===== config.mk =====
export PLATFORM = sky130hd
export DESIGN_NAME = gpio_port
export DESIGN_NICKNAME = d
export VERILOG_FILES = /design/src/pkg/gpio_pkg.sv /design/src/logic/gpio_pin_mux.sv /design/src/logic/key_irq_unit.sv /design/src/logic/gpio_port.sv
export SDC_FILE = /design/constraint.sdc
export NUM_CORES = 1
export LEC_CHECK = 0
export BUFFER_PORTS_ARGS = -buffer_cell sky130_fd_sc_hd__buf_2
export CAP_MARGIN = 20
export CELL_PAD_IN_SITES_DETAIL_PLACEMENT = 0
export CELL_PAD_IN_SITES_GLOBAL_PLACEMENT = 1
export CORE_MARGIN = 4
export CORE_UTILIZATION = 34
export CTS_CLUSTER_SIZE = 10
export DETAILED_ROUTE_END_ITERATION = 10
export PLACE_DENSITY = 0.83
export SETUP_SLACK_MARGIN = 0.5
export SLEW_MARGIN = 20
export SYNTH_ARGS = -nofsm -noshare
export SYNTH_HDL_FRONTEND = slang
export SYNTH_HIERARCHICAL = 1
export SYNTH_SLANG_ARGS = --single-unit

===== constraint.sdc =====
create_clock -name i_clk -period 1.8 [get_ports i_clk]
set_input_delay 0.09 -clock i_clk [delete_from_list [all_inputs] [get_ports i_clk]]
set_output_delay 0.09 -clock i_clk [all_outputs]
set_load 0.02 [all_outputs]

===== src/pkg/gpio_pkg.sv =====
// Shared constants and carrier types for the general-purpose port.
package gpio_pkg;
  localparam int PORT_W = 8;
  localparam int ADDR_W = 6;
  localparam int DATA_W = 32;
  // Register byte offsets.
  localparam logic [ADDR_W-1:0] OFF_DATA = 6'h00;
  localparam logic [ADDR_W-1:0] OFF_DIR = 6'h04;
  localparam logic [ADDR_W-1:0] OFF_PULL = 6'h08;
  localparam logic [ADDR_W-1:0] OFF_SLEW = 6'h0C;
  localparam logic [ADDR_W-1:0] OFF_DRIVE = 6'h10;
  localparam logic [ADDR_W-1:0] OFF_SET = 6'h14;
  localparam logic [ADDR_W-1:0] OFF_CLR = 6'h18;
  localparam logic [ADDR_W-1:0] OFF_TOG = 6'h1C;
  localparam logic [ADDR_W-1:0] OFF_KEY_EN = 6'h20;
  localparam logic [ADDR_W-1:0] OFF_KEY_POL = 6'h24;
  localparam logic [ADDR_W-1:0] OFF_KEY_SC = 6'h28;
  localparam logic [ADDR_W-1:0] OFF_PINS = 6'h2C;
  // Key status and control field positions.
  localparam int KSC_MODE_BIT = 0;
  localparam int KSC_IE_BIT = 1;
  localparam int KSC_ACK_BIT = 2;
  localparam int KSC_FLAG_BIT = 3;
  // Reset values.
  localparam logic [PORT_W-1:0] PORT_RST = 8'h00;
  localparam logic [DATA_W-1:0] RDATA_RST = 32'h0000_0000;

  typedef struct packed {
    logic [PORT_W-1:0] out;
    logic [PORT_W-1:0] oe;
    logic [PORT_W-1:0] ibuf;
    logic [PORT_W-1:0] pull_up;
    logic [PORT_W-1:0] pull_down;
    logic [PORT_W-1:0] slew;
    logic [PORT_W-1:0] high_drive;
  } pin_ctrl_t;

  typedef struct packed {
    logic [PORT_W-1:0] en;
    logic [PORT_W-1:0] out;
    logic [PORT_W-1:0] oe;
  } alt_req_t;
endpackage : gpio_pkg


===== src/logic/gpio_pin_mux.sv =====
// Per-pin steering of buffers, pulls and read source for the whole port.
`timescale 1ns/1ps
module gpio_pin_mux #(
  parameter logic [gpio_pkg::PORT_W-1:0] OUT_ONLY = 8'h00
) (
  // Port state.
  input wire logic [gpio_pkg::PORT_W-1:0] i_latch,
  input wire logic [gpio_pkg::PORT_W-1:0] i_dir,
  input wire logic [gpio_pkg::PORT_W-1:0] i_pull_en,
  input wire logic [gpio_pkg::PORT_W-1:0] i_slew_en,
  input wire logic [gpio_pkg::PORT_W-1:0] i_drive_sel,
  input wire logic [gpio_pkg::PORT_W-1:0] i_key_en,
  input wire logic [gpio_pkg::PORT_W-1:0] i_key_pol,
  // Shared functions and pad.
  input wire gpio_pkg::alt_req_t i_alt,
  input wire logic [gpio_pkg::PORT_W-1:0] i_analog,
  input wire logic [gpio_pkg::PORT_W-1:0] i_pin,
  // Results.
  output gpio_pkg::pin_ctrl_t o_ctrl,
  output logic [gpio_pkg::PORT_W-1:0] o_seen,
  output logic [gpio_pkg::PORT_W-1:0] o_rd
);
  import gpio_pkg::*;
  logic [PORT_W-1:0] alt_own;
  logic [PORT_W-1:0] pull_on;

  always_comb begin
    alt_own = i_alt.en & ~i_analog;
    o_ctrl.oe = ~i_analog & ((alt_own & i_alt.oe) | (~alt_own & i_dir));
    o_ctrl.out = (alt_own & i_alt.out) | (~alt_own & i_latch);
    o_ctrl.ibuf = ~i_analog & ~OUT_ONLY;
    o_seen = i_pin & o_ctrl.ibuf;
    o_rd = (i_dir & i_latch) | (~i_dir & o_seen);
    pull_on = i_pull_en & ~o_ctrl.oe & ~i_analog;
    o_ctrl.pull_down = pull_on & i_key_en & i_key_pol;
    o_ctrl.pull_up = pull_on & ~(i_key_en & i_key_pol);
    o_ctrl.slew = i_slew_en & o_ctrl.oe;
    o_ctrl.high_drive = i_drive_sel & o_ctrl.oe;
  end
endmodule : gpio_pin_mux


===== src/logic/key_irq_unit.sv =====
// Keyboard interrupt detector with latched flag and acknowledge.
`timescale 1ns/1ps
module key_irq_unit (
  // Clock and reset.
  input wire logic i_clk,
  input wire logic i_rst_n,
  // Controls.
  input wire logic [gpio_pkg::PORT_W-1:0] i_pins,
  input wire logic [gpio_pkg::PORT_W-1:0] i_en,
  input wire logic [gpio_pkg::PORT_W-1:0] i_pol,
  input wire logic i_mode,
  input wire logic i_ack,
  // Status.
  output logic o_flag
);
  import gpio_pkg::*;
  logic [PORT_W-1:0] asserted;
  logic [PORT_W-1:0] prev_r;
  logic [PORT_W-1:0] prev_nxt;
  logic flag_r;
  logic flag_nxt;
  logic edge_hit;
  logic level_hit;

  always_comb begin
    asserted = i_en & ~(i_pins ^ i_pol);
    edge_hit = |(asserted & ~prev_r);
    level_hit = i_mode & (|asserted);
    prev_nxt = asserted;
    // A new event beats a simultaneous acknowledge.
    flag_nxt = edge_hit | level_hit | (flag_r & ~i_ack);
  end

  always_ff @(posedge i_clk) begin
    if (!i_rst_n) begin
      prev_r <= PORT_RST;
      flag_r <= 1'b0;
    end else begin
      prev_r <= prev_nxt;
      flag_r <= flag_nxt;
    end
  end

  assign o_flag = flag_r;

  a_edge_sets_flag: assert property (@(posedge i_clk) disable iff (!i_rst_n)
    edge_hit |=> flag_r) else $error("Edge did not set the key flag.");
  a_ack_clears_edge: assert property (@(posedge i_clk) disable iff (!i_rst_n)
    (i_ack && !i_mode && !edge_hit) |=> !flag_r) else $error("Acknowledge did not clear flag.");
  a_level_holds: assert property (@(posedge i_clk) disable iff (!i_rst_n)
    (i_ack && i_mode && (|asserted)) |=> flag_r) else $error("Level flag cleared early.");
  c_key_edge: cover property (@(posedge i_clk) disable iff (!i_rst_n) edge_hit ##1 flag_r);
endmodule : key_irq_unit


===== src/logic/gpio_port.sv =====
// General-purpose port with register slave, pin control and key interrupt.
// Behaviour
// Reset makes all pins inputs and clears pull, slew and drive bits.
// An enabled shared peripheral overrides the port function of its pin.
// Direction bit enables the driver and picks the data read source.
// Input pins read the pad level; output pins read the latch.
// Input buffer stays on unless analog or output-only.
// Shared digital function drives the pin; direction still picks read source.
// Analog disables both buffers; input data reads return zero.
// Analog beats an alternate digital function on the same pin.
// Software should load the latch before turning a pin to output.
// Pull-up follows its bit but is off when driven or analog.
// Slew limiting only acts on driven pins.
// Drive select chooses high drive for a driven pin.
// Pull, slew and drive controls are independent and serve peripherals too.
// Set writes OR the pattern into the latch.
// Clear writes clear latch bits where the pattern is one.
// Toggle writes invert latch bits where the pattern is one.
// Set, clear and toggle finish within one bus write.
// Each key input has an enable; only enabled inputs are detected.
// Mode bit picks edge-only or edge-and-level detection.
// Per-pin polarity picks falling/low or rising/high sensitivity.
// Falling edge is high then low over two bus cycles.
// Rising edge is low then high over two bus cycles.
// A valid edge sets the flag; with enable, an interrupt request follows.
// In edge-only mode, acknowledge clears the flag.
// In edge-and-level mode, acknowledge keeps the flag while a pin is asserted.
// Key polarity zero selects pull-up, one selects pull-down; here a pin gets pull-down only when its key enable is also set.
//
// Chosen here: the Avalon-MM interface to the registers and the register addresses.
`timescale 1ns/1ps
module gpio_port #(
  parameter bit HAS_SCT = 1'b1,
  parameter logic [gpio_pkg::PORT_W-1:0] OUT_ONLY = 8'h00
) (
  // Clock and reset.
  input wire logic i_clk,
  input wire logic i_rst_n,
  // Avalon-MM slave.
  input wire logic [gpio_pkg::ADDR_W-1:0] i_avs_address,
  input wire logic i_avs_read,
  input wire logic i_avs_write,
  input wire logic [gpio_pkg::DATA_W-1:0] i_avs_writedata,
  output logic [gpio_pkg::DATA_W-1:0] o_avs_readdata,
  output logic o_avs_waitrequest,
  // Pads.
  input wire logic [gpio_pkg::PORT_W-1:0] i_pin,
  output gpio_pkg::pin_ctrl_t o_pin_ctrl,
  // Shared on-chip functions.
  input wire gpio_pkg::alt_req_t i_alt,
  input wire logic [gpio_pkg::PORT_W-1:0] i_analog,
  output logic [gpio_pkg::PORT_W-1:0] o_alt_in,
  // Key interrupt request.
  output logic o_key_irq
);
  import gpio_pkg::*;

  logic [PORT_W-1:0] latch_r;
  logic [PORT_W-1:0] latch_nxt;
  logic [PORT_W-1:0] dir_r;
  logic [PORT_W-1:0] dir_nxt;
  logic [PORT_W-1:0] pull_r;
  logic [PORT_W-1:0] pull_nxt;
  logic [PORT_W-1:0] slew_r;
  logic [PORT_W-1:0] slew_nxt;
  logic [PORT_W-1:0] drive_r;
  logic [PORT_W-1:0] drive_nxt;
  logic [PORT_W-1:0] key_en_r;
  logic [PORT_W-1:0] key_en_nxt;
  logic [PORT_W-1:0] key_pol_r;
  logic [PORT_W-1:0] key_pol_nxt;
  logic key_mode_r;
  logic key_mode_nxt;
  logic key_ie_r;
  logic key_ie_nxt;
  logic ack_r;
  logic ack_nxt;
  logic [DATA_W-1:0] rdata_r;
  logic [DATA_W-1:0] rdata_nxt;
  logic req;
  logic taken;
  logic wr_taken;
  logic key_ack;
  logic key_flag;
  logic [PORT_W-1:0] wpat;
  logic [PORT_W-1:0] port_rd;
  logic [PORT_W-1:0] seen;

  // Widens a port-wide value into a bus word with zero upper bits.
  function automatic logic [DATA_W-1:0] widen(input logic [PORT_W-1:0] v);
    widen = {{(DATA_W-PORT_W){1'b0}}, v};
  endfunction : widen

  // True when the given address equals the given offset.
  function automatic logic hit(input logic [ADDR_W-1:0] a, input logic [ADDR_W-1:0] off);
    hit = (a == off);
  endfunction : hit

  gpio_pin_mux #(
    .OUT_ONLY(OUT_ONLY)
  ) u_mux (
    .i_latch(latch_r),
    .i_dir(dir_r),
    .i_pull_en(pull_r),
    .i_slew_en(slew_r),
    .i_drive_sel(drive_r),
    .i_key_en(key_en_r),
    .i_key_pol(key_pol_r),
    .i_alt(i_alt),
    .i_analog(i_analog),
    .i_pin(i_pin),
    .o_ctrl(o_pin_ctrl),
    .o_seen(seen),
    .o_rd(port_rd)
  );

  key_irq_unit u_key (
    .i_clk(i_clk),
    .i_rst_n(i_rst_n),
    .i_pins(seen),
    .i_en(key_en_r),
    .i_pol(key_pol_r),
    .i_mode(key_mode_r),
    .i_ack(key_ack),
    .o_flag(key_flag)
  );

  // Every access waits one cycle; the second cycle completes it.
  always_comb begin
    req = i_avs_read | i_avs_write;
    taken = req & ack_r;
    wr_taken = i_avs_write & ack_r;
    ack_nxt = req & ~ack_r;
    wpat = i_avs_writedata[PORT_W-1:0];
    key_ack = wr_taken & hit(i_avs_address, OFF_KEY_SC) & i_avs_writedata[KSC_ACK_BIT];
  end

  always_comb begin
    latch_nxt = latch_r;
    dir_nxt = dir_r;
    pull_nxt = pull_r;
    slew_nxt = slew_r;
    drive_nxt = drive_r;
    key_en_nxt = key_en_r;
    key_pol_nxt = key_pol_r;
    key_mode_nxt = key_mode_r;
    key_ie_nxt = key_ie_r;
    if (wr_taken) begin
      case (i_avs_address)
        OFF_DATA: latch_nxt = wpat;
        OFF_DIR: dir_nxt = wpat;
        OFF_PULL: pull_nxt = wpat;
        OFF_SLEW: slew_nxt = wpat;
        OFF_DRIVE: drive_nxt = wpat;
        OFF_SET: latch_nxt = HAS_SCT ? (latch_r | wpat) : latch_r;
        OFF_CLR: latch_nxt = HAS_SCT ? (latch_r & ~wpat) : latch_r;
        OFF_TOG: latch_nxt = HAS_SCT ? (latch_r ^ wpat) : latch_r;
        OFF_KEY_EN: key_en_nxt = wpat;
        OFF_KEY_POL: key_pol_nxt = wpat;
        OFF_KEY_SC: begin
          key_mode_nxt = i_avs_writedata[KSC_MODE_BIT];
          key_ie_nxt = i_avs_writedata[KSC_IE_BIT];
        end
        default: latch_nxt = latch_r;
      endcase
    end
  end

  // Read data are prepared in the wait cycle and stand at the completing edge.
  always_comb begin
    rdata_nxt = rdata_r;
    if (i_avs_read && !ack_r) begin
      case (i_avs_address)
        OFF_DATA: rdata_nxt = widen(port_rd);
        OFF_DIR: rdata_nxt = widen(dir_r);
        OFF_PULL: rdata_nxt = widen(pull_r);
        OFF_SLEW: rdata_nxt = widen(slew_r);
        OFF_DRIVE: rdata_nxt = widen(drive_r);
        OFF_KEY_EN: rdata_nxt = widen(key_en_r);
        OFF_KEY_POL: rdata_nxt = widen(key_pol_r);
        OFF_KEY_SC: begin
          rdata_nxt = RDATA_RST;
          rdata_nxt[KSC_MODE_BIT] = key_mode_r;
          rdata_nxt[KSC_IE_BIT] = key_ie_r;
          rdata_nxt[KSC_FLAG_BIT] = key_flag;
        end
        OFF_PINS: rdata_nxt = widen(seen);
        default: rdata_nxt = RDATA_RST;
      endcase
    end
  end

  always_ff @(posedge i_clk) begin
    if (!i_rst_n) begin
      latch_r <= PORT_RST;
      dir_r <= PORT_RST;
      pull_r <= PORT_RST;
      slew_r <= PORT_RST;
      drive_r <= PORT_RST;
      key_en_r <= PORT_RST;
      key_pol_r <= PORT_RST;
      key_mode_r <= 1'b0;
      key_ie_r <= 1'b0;
      ack_r <= 1'b0;
      rdata_r <= RDATA_RST;
    end else begin
      latch_r <= latch_nxt;
      dir_r <= dir_nxt;
      pull_r <= pull_nxt;
      slew_r <= slew_nxt;
      drive_r <= drive_nxt;
      key_en_r <= key_en_nxt;
      key_pol_r <= key_pol_nxt;
      key_mode_r <= key_mode_nxt;
      key_ie_r <= key_ie_nxt;
      ack_r <= ack_nxt;
      rdata_r <= rdata_nxt;
    end
  end

  assign o_avs_waitrequest = req & ~ack_r;
  assign o_avs_readdata = rdata_r;
  assign o_alt_in = seen;
  assign o_key_irq = key_flag & key_ie_r;

  a_reset_defaults: assert property (@(posedge i_clk)
    !i_rst_n |=> (dir_r == PORT_RST && pull_r == PORT_RST
      && slew_r == PORT_RST && drive_r == PORT_RST))
    else $error("Pin controls not cleared by reset.");
  a_dir_drives_pin: assert property (@(posedge i_clk) disable iff (!i_rst_n)
    ((o_pin_ctrl.oe ^ dir_r) & ~i_alt.en & ~i_analog) == PORT_RST)
    else $error("Driver does not follow direction.");
  a_alt_owns_pin: assert property (@(posedge i_clk) disable iff (!i_rst_n)
    ((o_pin_ctrl.oe ^ i_alt.oe) & i_alt.en & ~i_analog) == PORT_RST)
    else $error("Shared function does not own the driver.");
  a_analog_quiet: assert property (@(posedge i_clk) disable iff (!i_rst_n)
    (i_analog & (o_pin_ctrl.oe | o_pin_ctrl.ibuf)) == PORT_RST)
    else $error("Analog pin has a buffer enabled.");
  a_pull_released: assert property (@(posedge i_clk) disable iff (!i_rst_n)
    ((o_pin_ctrl.pull_up | o_pin_ctrl.pull_down) & (o_pin_ctrl.oe | i_analog)) == PORT_RST)
    else $error("Pull active on a driven or analog pin.");
  a_slew_outputs: assert property (@(posedge i_clk) disable iff (!i_rst_n)
    (o_pin_ctrl.slew & ~o_pin_ctrl.oe) == PORT_RST)
    else $error("Slew limit on an input pin.");
  a_data_read: assert property (@(posedge i_clk) disable iff (!i_rst_n)
    (i_avs_read && !ack_r && i_avs_address == OFF_DATA) |=> o_avs_readdata == widen($past(port_rd)))
    else $error("Data read returned the wrong source.");
  a_set_write: assert property (@(posedge i_clk) disable iff (!i_rst_n)
    (wr_taken && i_avs_address == OFF_SET && HAS_SCT)
      |=> latch_r == ($past(latch_r) | $past(wpat)))
    else $error("Set write did not OR into the latch.");
  a_clear_write: assert property (@(posedge i_clk) disable iff (!i_rst_n)
    (wr_taken && i_avs_address == OFF_CLR && HAS_SCT)
      |=> latch_r == ($past(latch_r) & ~$past(wpat)))
    else $error("Clear write did not clear latch bits.");
  a_toggle_write: assert property (@(posedge i_clk) disable iff (!i_rst_n)
    (wr_taken && i_avs_address == OFF_TOG && HAS_SCT)
      |=> latch_r == ($past(latch_r) ^ $past(wpat)))
    else $error("Toggle write did not invert latch bits.");
  a_one_cycle_wait: assert property (@(posedge i_clk) disable iff (!i_rst_n)
    (req && !ack_r) |=> (ack_r && !o_avs_waitrequest) || !req)
    else $error("Access not completed after one wait cycle.");
  a_irq_follows: assert property (@(posedge i_clk) disable iff (!i_rst_n)
    o_key_irq == (key_flag && key_ie_r))
    else $error("Interrupt request does not follow flag and enable.");

  // Steering of the pad controls, checked pin by pin against the registers and the shared and analog inputs.
  a_alt_drives_out: assert property (@(posedge i_clk) disable iff (!i_rst_n)
    ((o_pin_ctrl.out ^ i_alt.out) & o_pin_ctrl.oe & i_alt.en & ~i_analog) == PORT_RST)
    else $error("Shared function does not drive the pin level.");
  a_ibuf_enabled: assert property (@(posedge i_clk) disable iff (!i_rst_n)
    (~o_pin_ctrl.ibuf & ~i_analog & ~OUT_ONLY) == PORT_RST)
    else $error("Input buffer off on a digital pin.");
  a_analog_beats_alt: assert property (@(posedge i_clk) disable iff (!i_rst_n)
    (i_analog & i_alt.en & (o_pin_ctrl.oe | o_pin_ctrl.ibuf)) == PORT_RST)
    else $error("Shared digital function kept an analog pin.");
  a_pull_follows_bit: assert property (@(posedge i_clk) disable iff (!i_rst_n)
    ((o_pin_ctrl.pull_up | o_pin_ctrl.pull_down) ^ (pull_r & ~o_pin_ctrl.oe & ~i_analog))
      == PORT_RST)
    else $error("Pull does not follow its enable bit.");
  a_slew_follows_bit: assert property (@(posedge i_clk) disable iff (!i_rst_n)
    (o_pin_ctrl.slew ^ (slew_r & o_pin_ctrl.oe)) == PORT_RST)
    else $error("Slew limit does not follow its bit.");
  a_drive_follows_bit: assert property (@(posedge i_clk) disable iff (!i_rst_n)
    (o_pin_ctrl.high_drive ^ (drive_r & o_pin_ctrl.oe)) == PORT_RST)
    else $error("Drive select does not follow its bit.");
  a_pull_down_key: assert property (@(posedge i_clk) disable iff (!i_rst_n)
    (o_pin_ctrl.pull_down & ~(key_en_r & key_pol_r)) == PORT_RST)
    else $error("Pull-down on a pin without key polarity one.");

  // Read source of the data register.
  a_output_reads_latch: assert property (@(posedge i_clk) disable iff (!i_rst_n)
    ((port_rd ^ latch_r) & dir_r) == PORT_RST)
    else $error("Output pin does not read the latch.");
  a_input_reads_pin: assert property (@(posedge i_clk) disable iff (!i_rst_n)
    ((port_rd ^ seen) & ~dir_r) == PORT_RST)
    else $error("Input pin does not read the pad level.");
  a_analog_reads_zero: assert property (@(posedge i_clk) disable iff (!i_rst_n)
    (port_rd & i_analog & ~dir_r) == PORT_RST)
    else $error("Analog input pin does not read zero.");

  // Register writes land at the completing edge only.
  a_taken_once: assert property (@(posedge i_clk) disable iff (!i_rst_n)
    taken |=> !taken)
    else $error("Access completed twice in a row.");
  a_data_write: assert property (@(posedge i_clk) disable iff (!i_rst_n)
    (wr_taken && i_avs_address == OFF_DATA) |=> latch_r == $past(wpat))
    else $error("Data write did not reach the latch.");
  a_dir_write: assert property (@(posedge i_clk) disable iff (!i_rst_n)
    (wr_taken && i_avs_address == OFF_DIR) |=> dir_r == $past(wpat))
    else $error("Direction write did not land.");
  a_pull_write: assert property (@(posedge i_clk) disable iff (!i_rst_n)
    (wr_taken && i_avs_address == OFF_PULL) |=> pull_r == $past(wpat))
    else $error("Pull write did not land.");
  a_drive_write: assert property (@(posedge i_clk) disable iff (!i_rst_n)
    (wr_taken && i_avs_address == OFF_DRIVE) |=> drive_r == $past(wpat))
    else $error("Drive write did not land.");
  a_key_en_write: assert property (@(posedge i_clk) disable iff (!i_rst_n)
    (wr_taken && i_avs_address == OFF_KEY_EN) |=> key_en_r == $past(wpat))
    else $error("Key enable write did not land.");
  a_key_pol_write: assert property (@(posedge i_clk) disable iff (!i_rst_n)
    (wr_taken && i_avs_address == OFF_KEY_POL) |=> key_pol_r == $past(wpat))
    else $error("Key polarity write did not land.");
  a_mode_write: assert property (@(posedge i_clk) disable iff (!i_rst_n)
    (wr_taken && i_avs_address == OFF_KEY_SC)
      |=> key_mode_r == $past(i_avs_writedata[KSC_MODE_BIT]))
    else $error("Key mode write did not land.");
  a_ie_write: assert property (@(posedge i_clk) disable iff (!i_rst_n)
    (wr_taken && i_avs_address == OFF_KEY_SC)
      |=> key_ie_r == $past(i_avs_writedata[KSC_IE_BIT]))
    else $error("Key request enable write did not land.");
  a_sct_reads_zero: assert property (@(posedge i_clk) disable iff (!i_rst_n)
    (i_avs_read && !ack_r && i_avs_address == OFF_SET) |=> o_avs_readdata == RDATA_RST)
    else $error("Write-only set register did not read zero.");
  a_readdata_holds: assert property (@(posedge i_clk) disable iff (!i_rst_n)
    !(i_avs_read && !ack_r) |=> $stable(o_avs_readdata))
    else $error("Read data changed outside a read.");

  c_set_write: cover property (@(posedge i_clk) disable iff (!i_rst_n)
    wr_taken && i_avs_address == OFF_SET);
  c_key_irq: cover property (@(posedge i_clk) disable iff (!i_rst_n)
    !o_key_irq ##1 o_key_irq);
  c_ack_clear: cover property (@(posedge i_clk) disable iff (!i_rst_n)
    key_ack ##1 !key_flag);
  c_alt_pin: cover property (@(posedge i_clk) disable iff (!i_rst_n)
    |(i_alt.en & i_alt.oe & ~i_analog));
endmodule : gpio_port


==> metrics.cfg <==
[floorplan]
io_pins = 180
die_w_um = 131
dieArea_um2 = 17000
fp.coreArea_um2 = 14600
die_y_um = 131
start_util_pct = 34.9
rows = 44

[worst_setup_path]
startpoint_type = register
cp_max_fo = 2
end_kind = register
crit_type = reg -> reg
cp.arrival_ns = 1.84
required_ns = 2.02

[synthesis]
synth_cells = 515
synth_largest_area_cell = dfxtp_1
synth.cell_area_um2 = 5100
syn_avg_cell_area_um2 = 9.91
synth_area_leaders = dfxtp_1 (30%), mux2i_1 (10%), nor2b_1 (8.2%), mux4_2 (4.9%), mux2_2 (4.4%)
ys_ff_latch = 76
synth_top_area_share_pct = 29.8
synth.distinct_cells = 52
seq_area_frac_synth_pct = 29.8
ys_warn_count = 6

[routing]
vias = 4633
drt_iter0_drc = 243
avgRoutedWirePerCell_um = 18.0
firstDrtPassIters = 4
wirelength_um = 16200
drt_drc_violations_left = 0
via_per_inst = 5.16
ant_nets = 0

[timing]
fin_crit_ns = 1.62
min_period_over_period_pct = 90.2
report.final.slew_viol_count = 0
clock_skew_ns = 0.00569
finalSetupTns_ns = 0
fmax_mhz = 616
hold_viol_final = 0
finalSetupViolCount = 0
rsz0062_at_grt = yes

[global_route]
grtUsageTotal_pct = 17.9
grt_max_degree = 41
antenna_found_initial = 2
grt.overflow.total = 0
grt_pass1_vias = 4558
grt_first_pass_wirelength_um = 23900

[power_and_ir_drop]
powerDensity_nw_per_um2 = 568
total_leakage_power_nw = 3.20
peakVddDrop_uv = 530

[layout]
final_layout_size_suffix_gt1_share_pct = 50.3
final_core_util_pct = 51.5
final_nets = 805
fillers = 1315
area_growth_pct = 47.7

[clocking]
numCtsBuffers = 9
cts-hold-fix-buffers = 0
clock-sinks = 76
clock_latency_ns = 0.33
cts_root_buf = clkbuf_16
cts_buffer_depth = 2
htree_num_levels = 3
cts_tree = built
path_clk_slew_ns = 0.07

[worst_hold_path]
hold_path.class = in -> reg

[place]
portBuffers = 131
gp_congestion = 0.899
hpwl_um = 11500

[job]
cap_viol_max_count = 0

[outcome]
status = finished clean

==> logic make-up (layout without fill, tap and decap cells) <==
family,count (synthesis),after routing,share of synthesized area [%]
muxes,98,98,23.8
buffers and inverters,76,250,7.70
other,1,25,0.0735
adders and majority gates,16,16,3.92
AOI/OAI and AO/OA,50,50,8.14
DFF,76,76,29.8
and+or+nand+nor,189,189,25.0
xor gates and xnor gates,9,9,1.54
==> per-stage QoR <==
step	cell area [µm²]	total power [mW]	hold WS, ns	setup WS [ns]	cells
6_report	7540	4.28	0.116	0.177	897
5_1_grt	7540	4.40	0.143	0.125	897
4_1_cts	7050	4.23	0.118	0.190	878
3_5_place_dp	6250	2.36	0.459	0.00412	842
3_3_place_gp	6250	2.35	0.453	0.0999	842
2_1_floorplan	5360	2.17	0.224	0.142	538
==> cells in the mapped netlist, drive strengths merged <==
library cell,instances
o221ai,2
mux4,11
o22ai,8
o41a,1
o31a,2
mux2i,59
xnor2,9
nor4,4
a32o,6
nor2,12
nand4,7
a32oi,1
nor4b,4
nor2b,67
nand3b,1
conb,1
mux2,28
nand2,17
nand2b,3
a22o,11
dfxtp,76
clkbuf,16
and2,11
and3,12
a2bb2oi,7
ha,16
and4bb,7
and4,9
nand3,16
a41oi,1
nor3b,17
o21ai,4
a22oi,4
or3,1
a21boi,3
inv,27
or4b,1
buf,33
==> what timing repair did <==
| action | 4_1_cts | 5_1_grt |
|---|---|---|
| pin swaps | 37 | 29 |
| endpoints found under the setup margin | 77 | 102 |
| gates resized for setup | 92 | 86 |
| hold endpoints to repair | 0 | 0 |
| gates cloned | 0 | 0 |
| buffers inserted | 20 | 18 |
==> registers in the layout, indices dropped and copies added (netlist names) <==
name / cells
dir_r: 8
o_avs_readdata: 8
key_en_r: 8
latch_r: 8
pull_r: 8
ack_r: 1
u_key/prev_r: 8
key_pol_r: 8
u_key/o_flag: 1
slew_r: 8
key_ie_r: 1
drive_r: 8
key_mode_r: 1
==> final cells by class <==
type	instances	area, µm²	share of cell area (%)
Antenna cell	1	2.50	0.0332
Clock buffer	9	225	2.99
Clock inverter	7	81.3	1.08
Inverter	27	109	1.44
Multi-Input combinational cell	386	3740	49.6
Sequential cell	76	1580	20.9
Tap cell	184	230	3.05
Timing Repair Buffer	207	1570	20.9
==> power breakdown <==
group / total [mW] / switching [mW] / internal (mW)
clock: 1.86 / 0.763 / 1.09
sequential: 1.68 / 0.00550 / 1.67
combinational: 0.746 / 0.418 / 0.328
total: 4.28 / 1.19 / 3.09
==> final timing paths <==
path                             startpoint                        endpoint  slack (ns)  depth (start not counted)
max reg2reg           dir_r[0]$_SDFFE_PN0P_  o_avs_readdata[0]$_SDFFE_PN0P_        0.18                          5
min reg2reg  o_avs_readdata[1]$_SDFFE_PN0P_  o_avs_readdata[1]$_SDFFE_PN0P_        0.48                          2
min                      i_avs_writedata[7]         drive_r[7]$_SDFFE_PN0P_        0.12                          3
max                   dir_r[0]$_SDFFE_PN0P_  o_avs_readdata[0]$_SDFFE_PN0P_        0.18                          5
==> worst max-delay path: stages, from the launching register on <==
cell	delay (ns)
dfxtp_2	0.35
mux2_4	0.29
mux4_2	0.44
a22o_1	0.22
o21ai_1	0.13
a21boi_1	0.08
==> metal layers <==
layer	part of all wire (%)	track usage, %	up-vias
li1	-	-	2199
met1	43	23.3	2236
met2	48	30.8	180
met3	7.1	3.33	16
met4	1.2	4.66	2
met5	0.080	0	-
==> layout by cell type, fill, tap and decap left out, drive strengths merged, types with 2 or more instances in the layout <==
| cell type | count |
|---|---|
| a2bb2oi | 7 |
| and4bb | 7 |
| a32o | 6 |
| o31a | 2 |
| nand2 | 17 |
| mux4 | 11 |
| nand4 | 7 |
| ha | 16 |
| o221ai | 2 |
| nor3b | 17 |
| a21boi | 3 |
| clkbuf | 9 |
| a22o | 11 |
| buf | 207 |
| nor4 | 4 |
| and2 | 11 |
| inv | 30 |
| nand3 | 16 |
| a22oi | 4 |
| dfxtp | 76 |
| o21ai | 4 |
| xnor2 | 9 |
| mux2 | 28 |
| o22ai | 8 |
| nand2b | 3 |
| nor2 | 12 |
| nor4b | 4 |
| clkinv | 2 |
| mux2i | 59 |
| conb | 24 |
| and3 | 12 |
| nor2b | 67 |
| and4 | 9 |
Note: power is estimated with default switching activity, not from simulation.
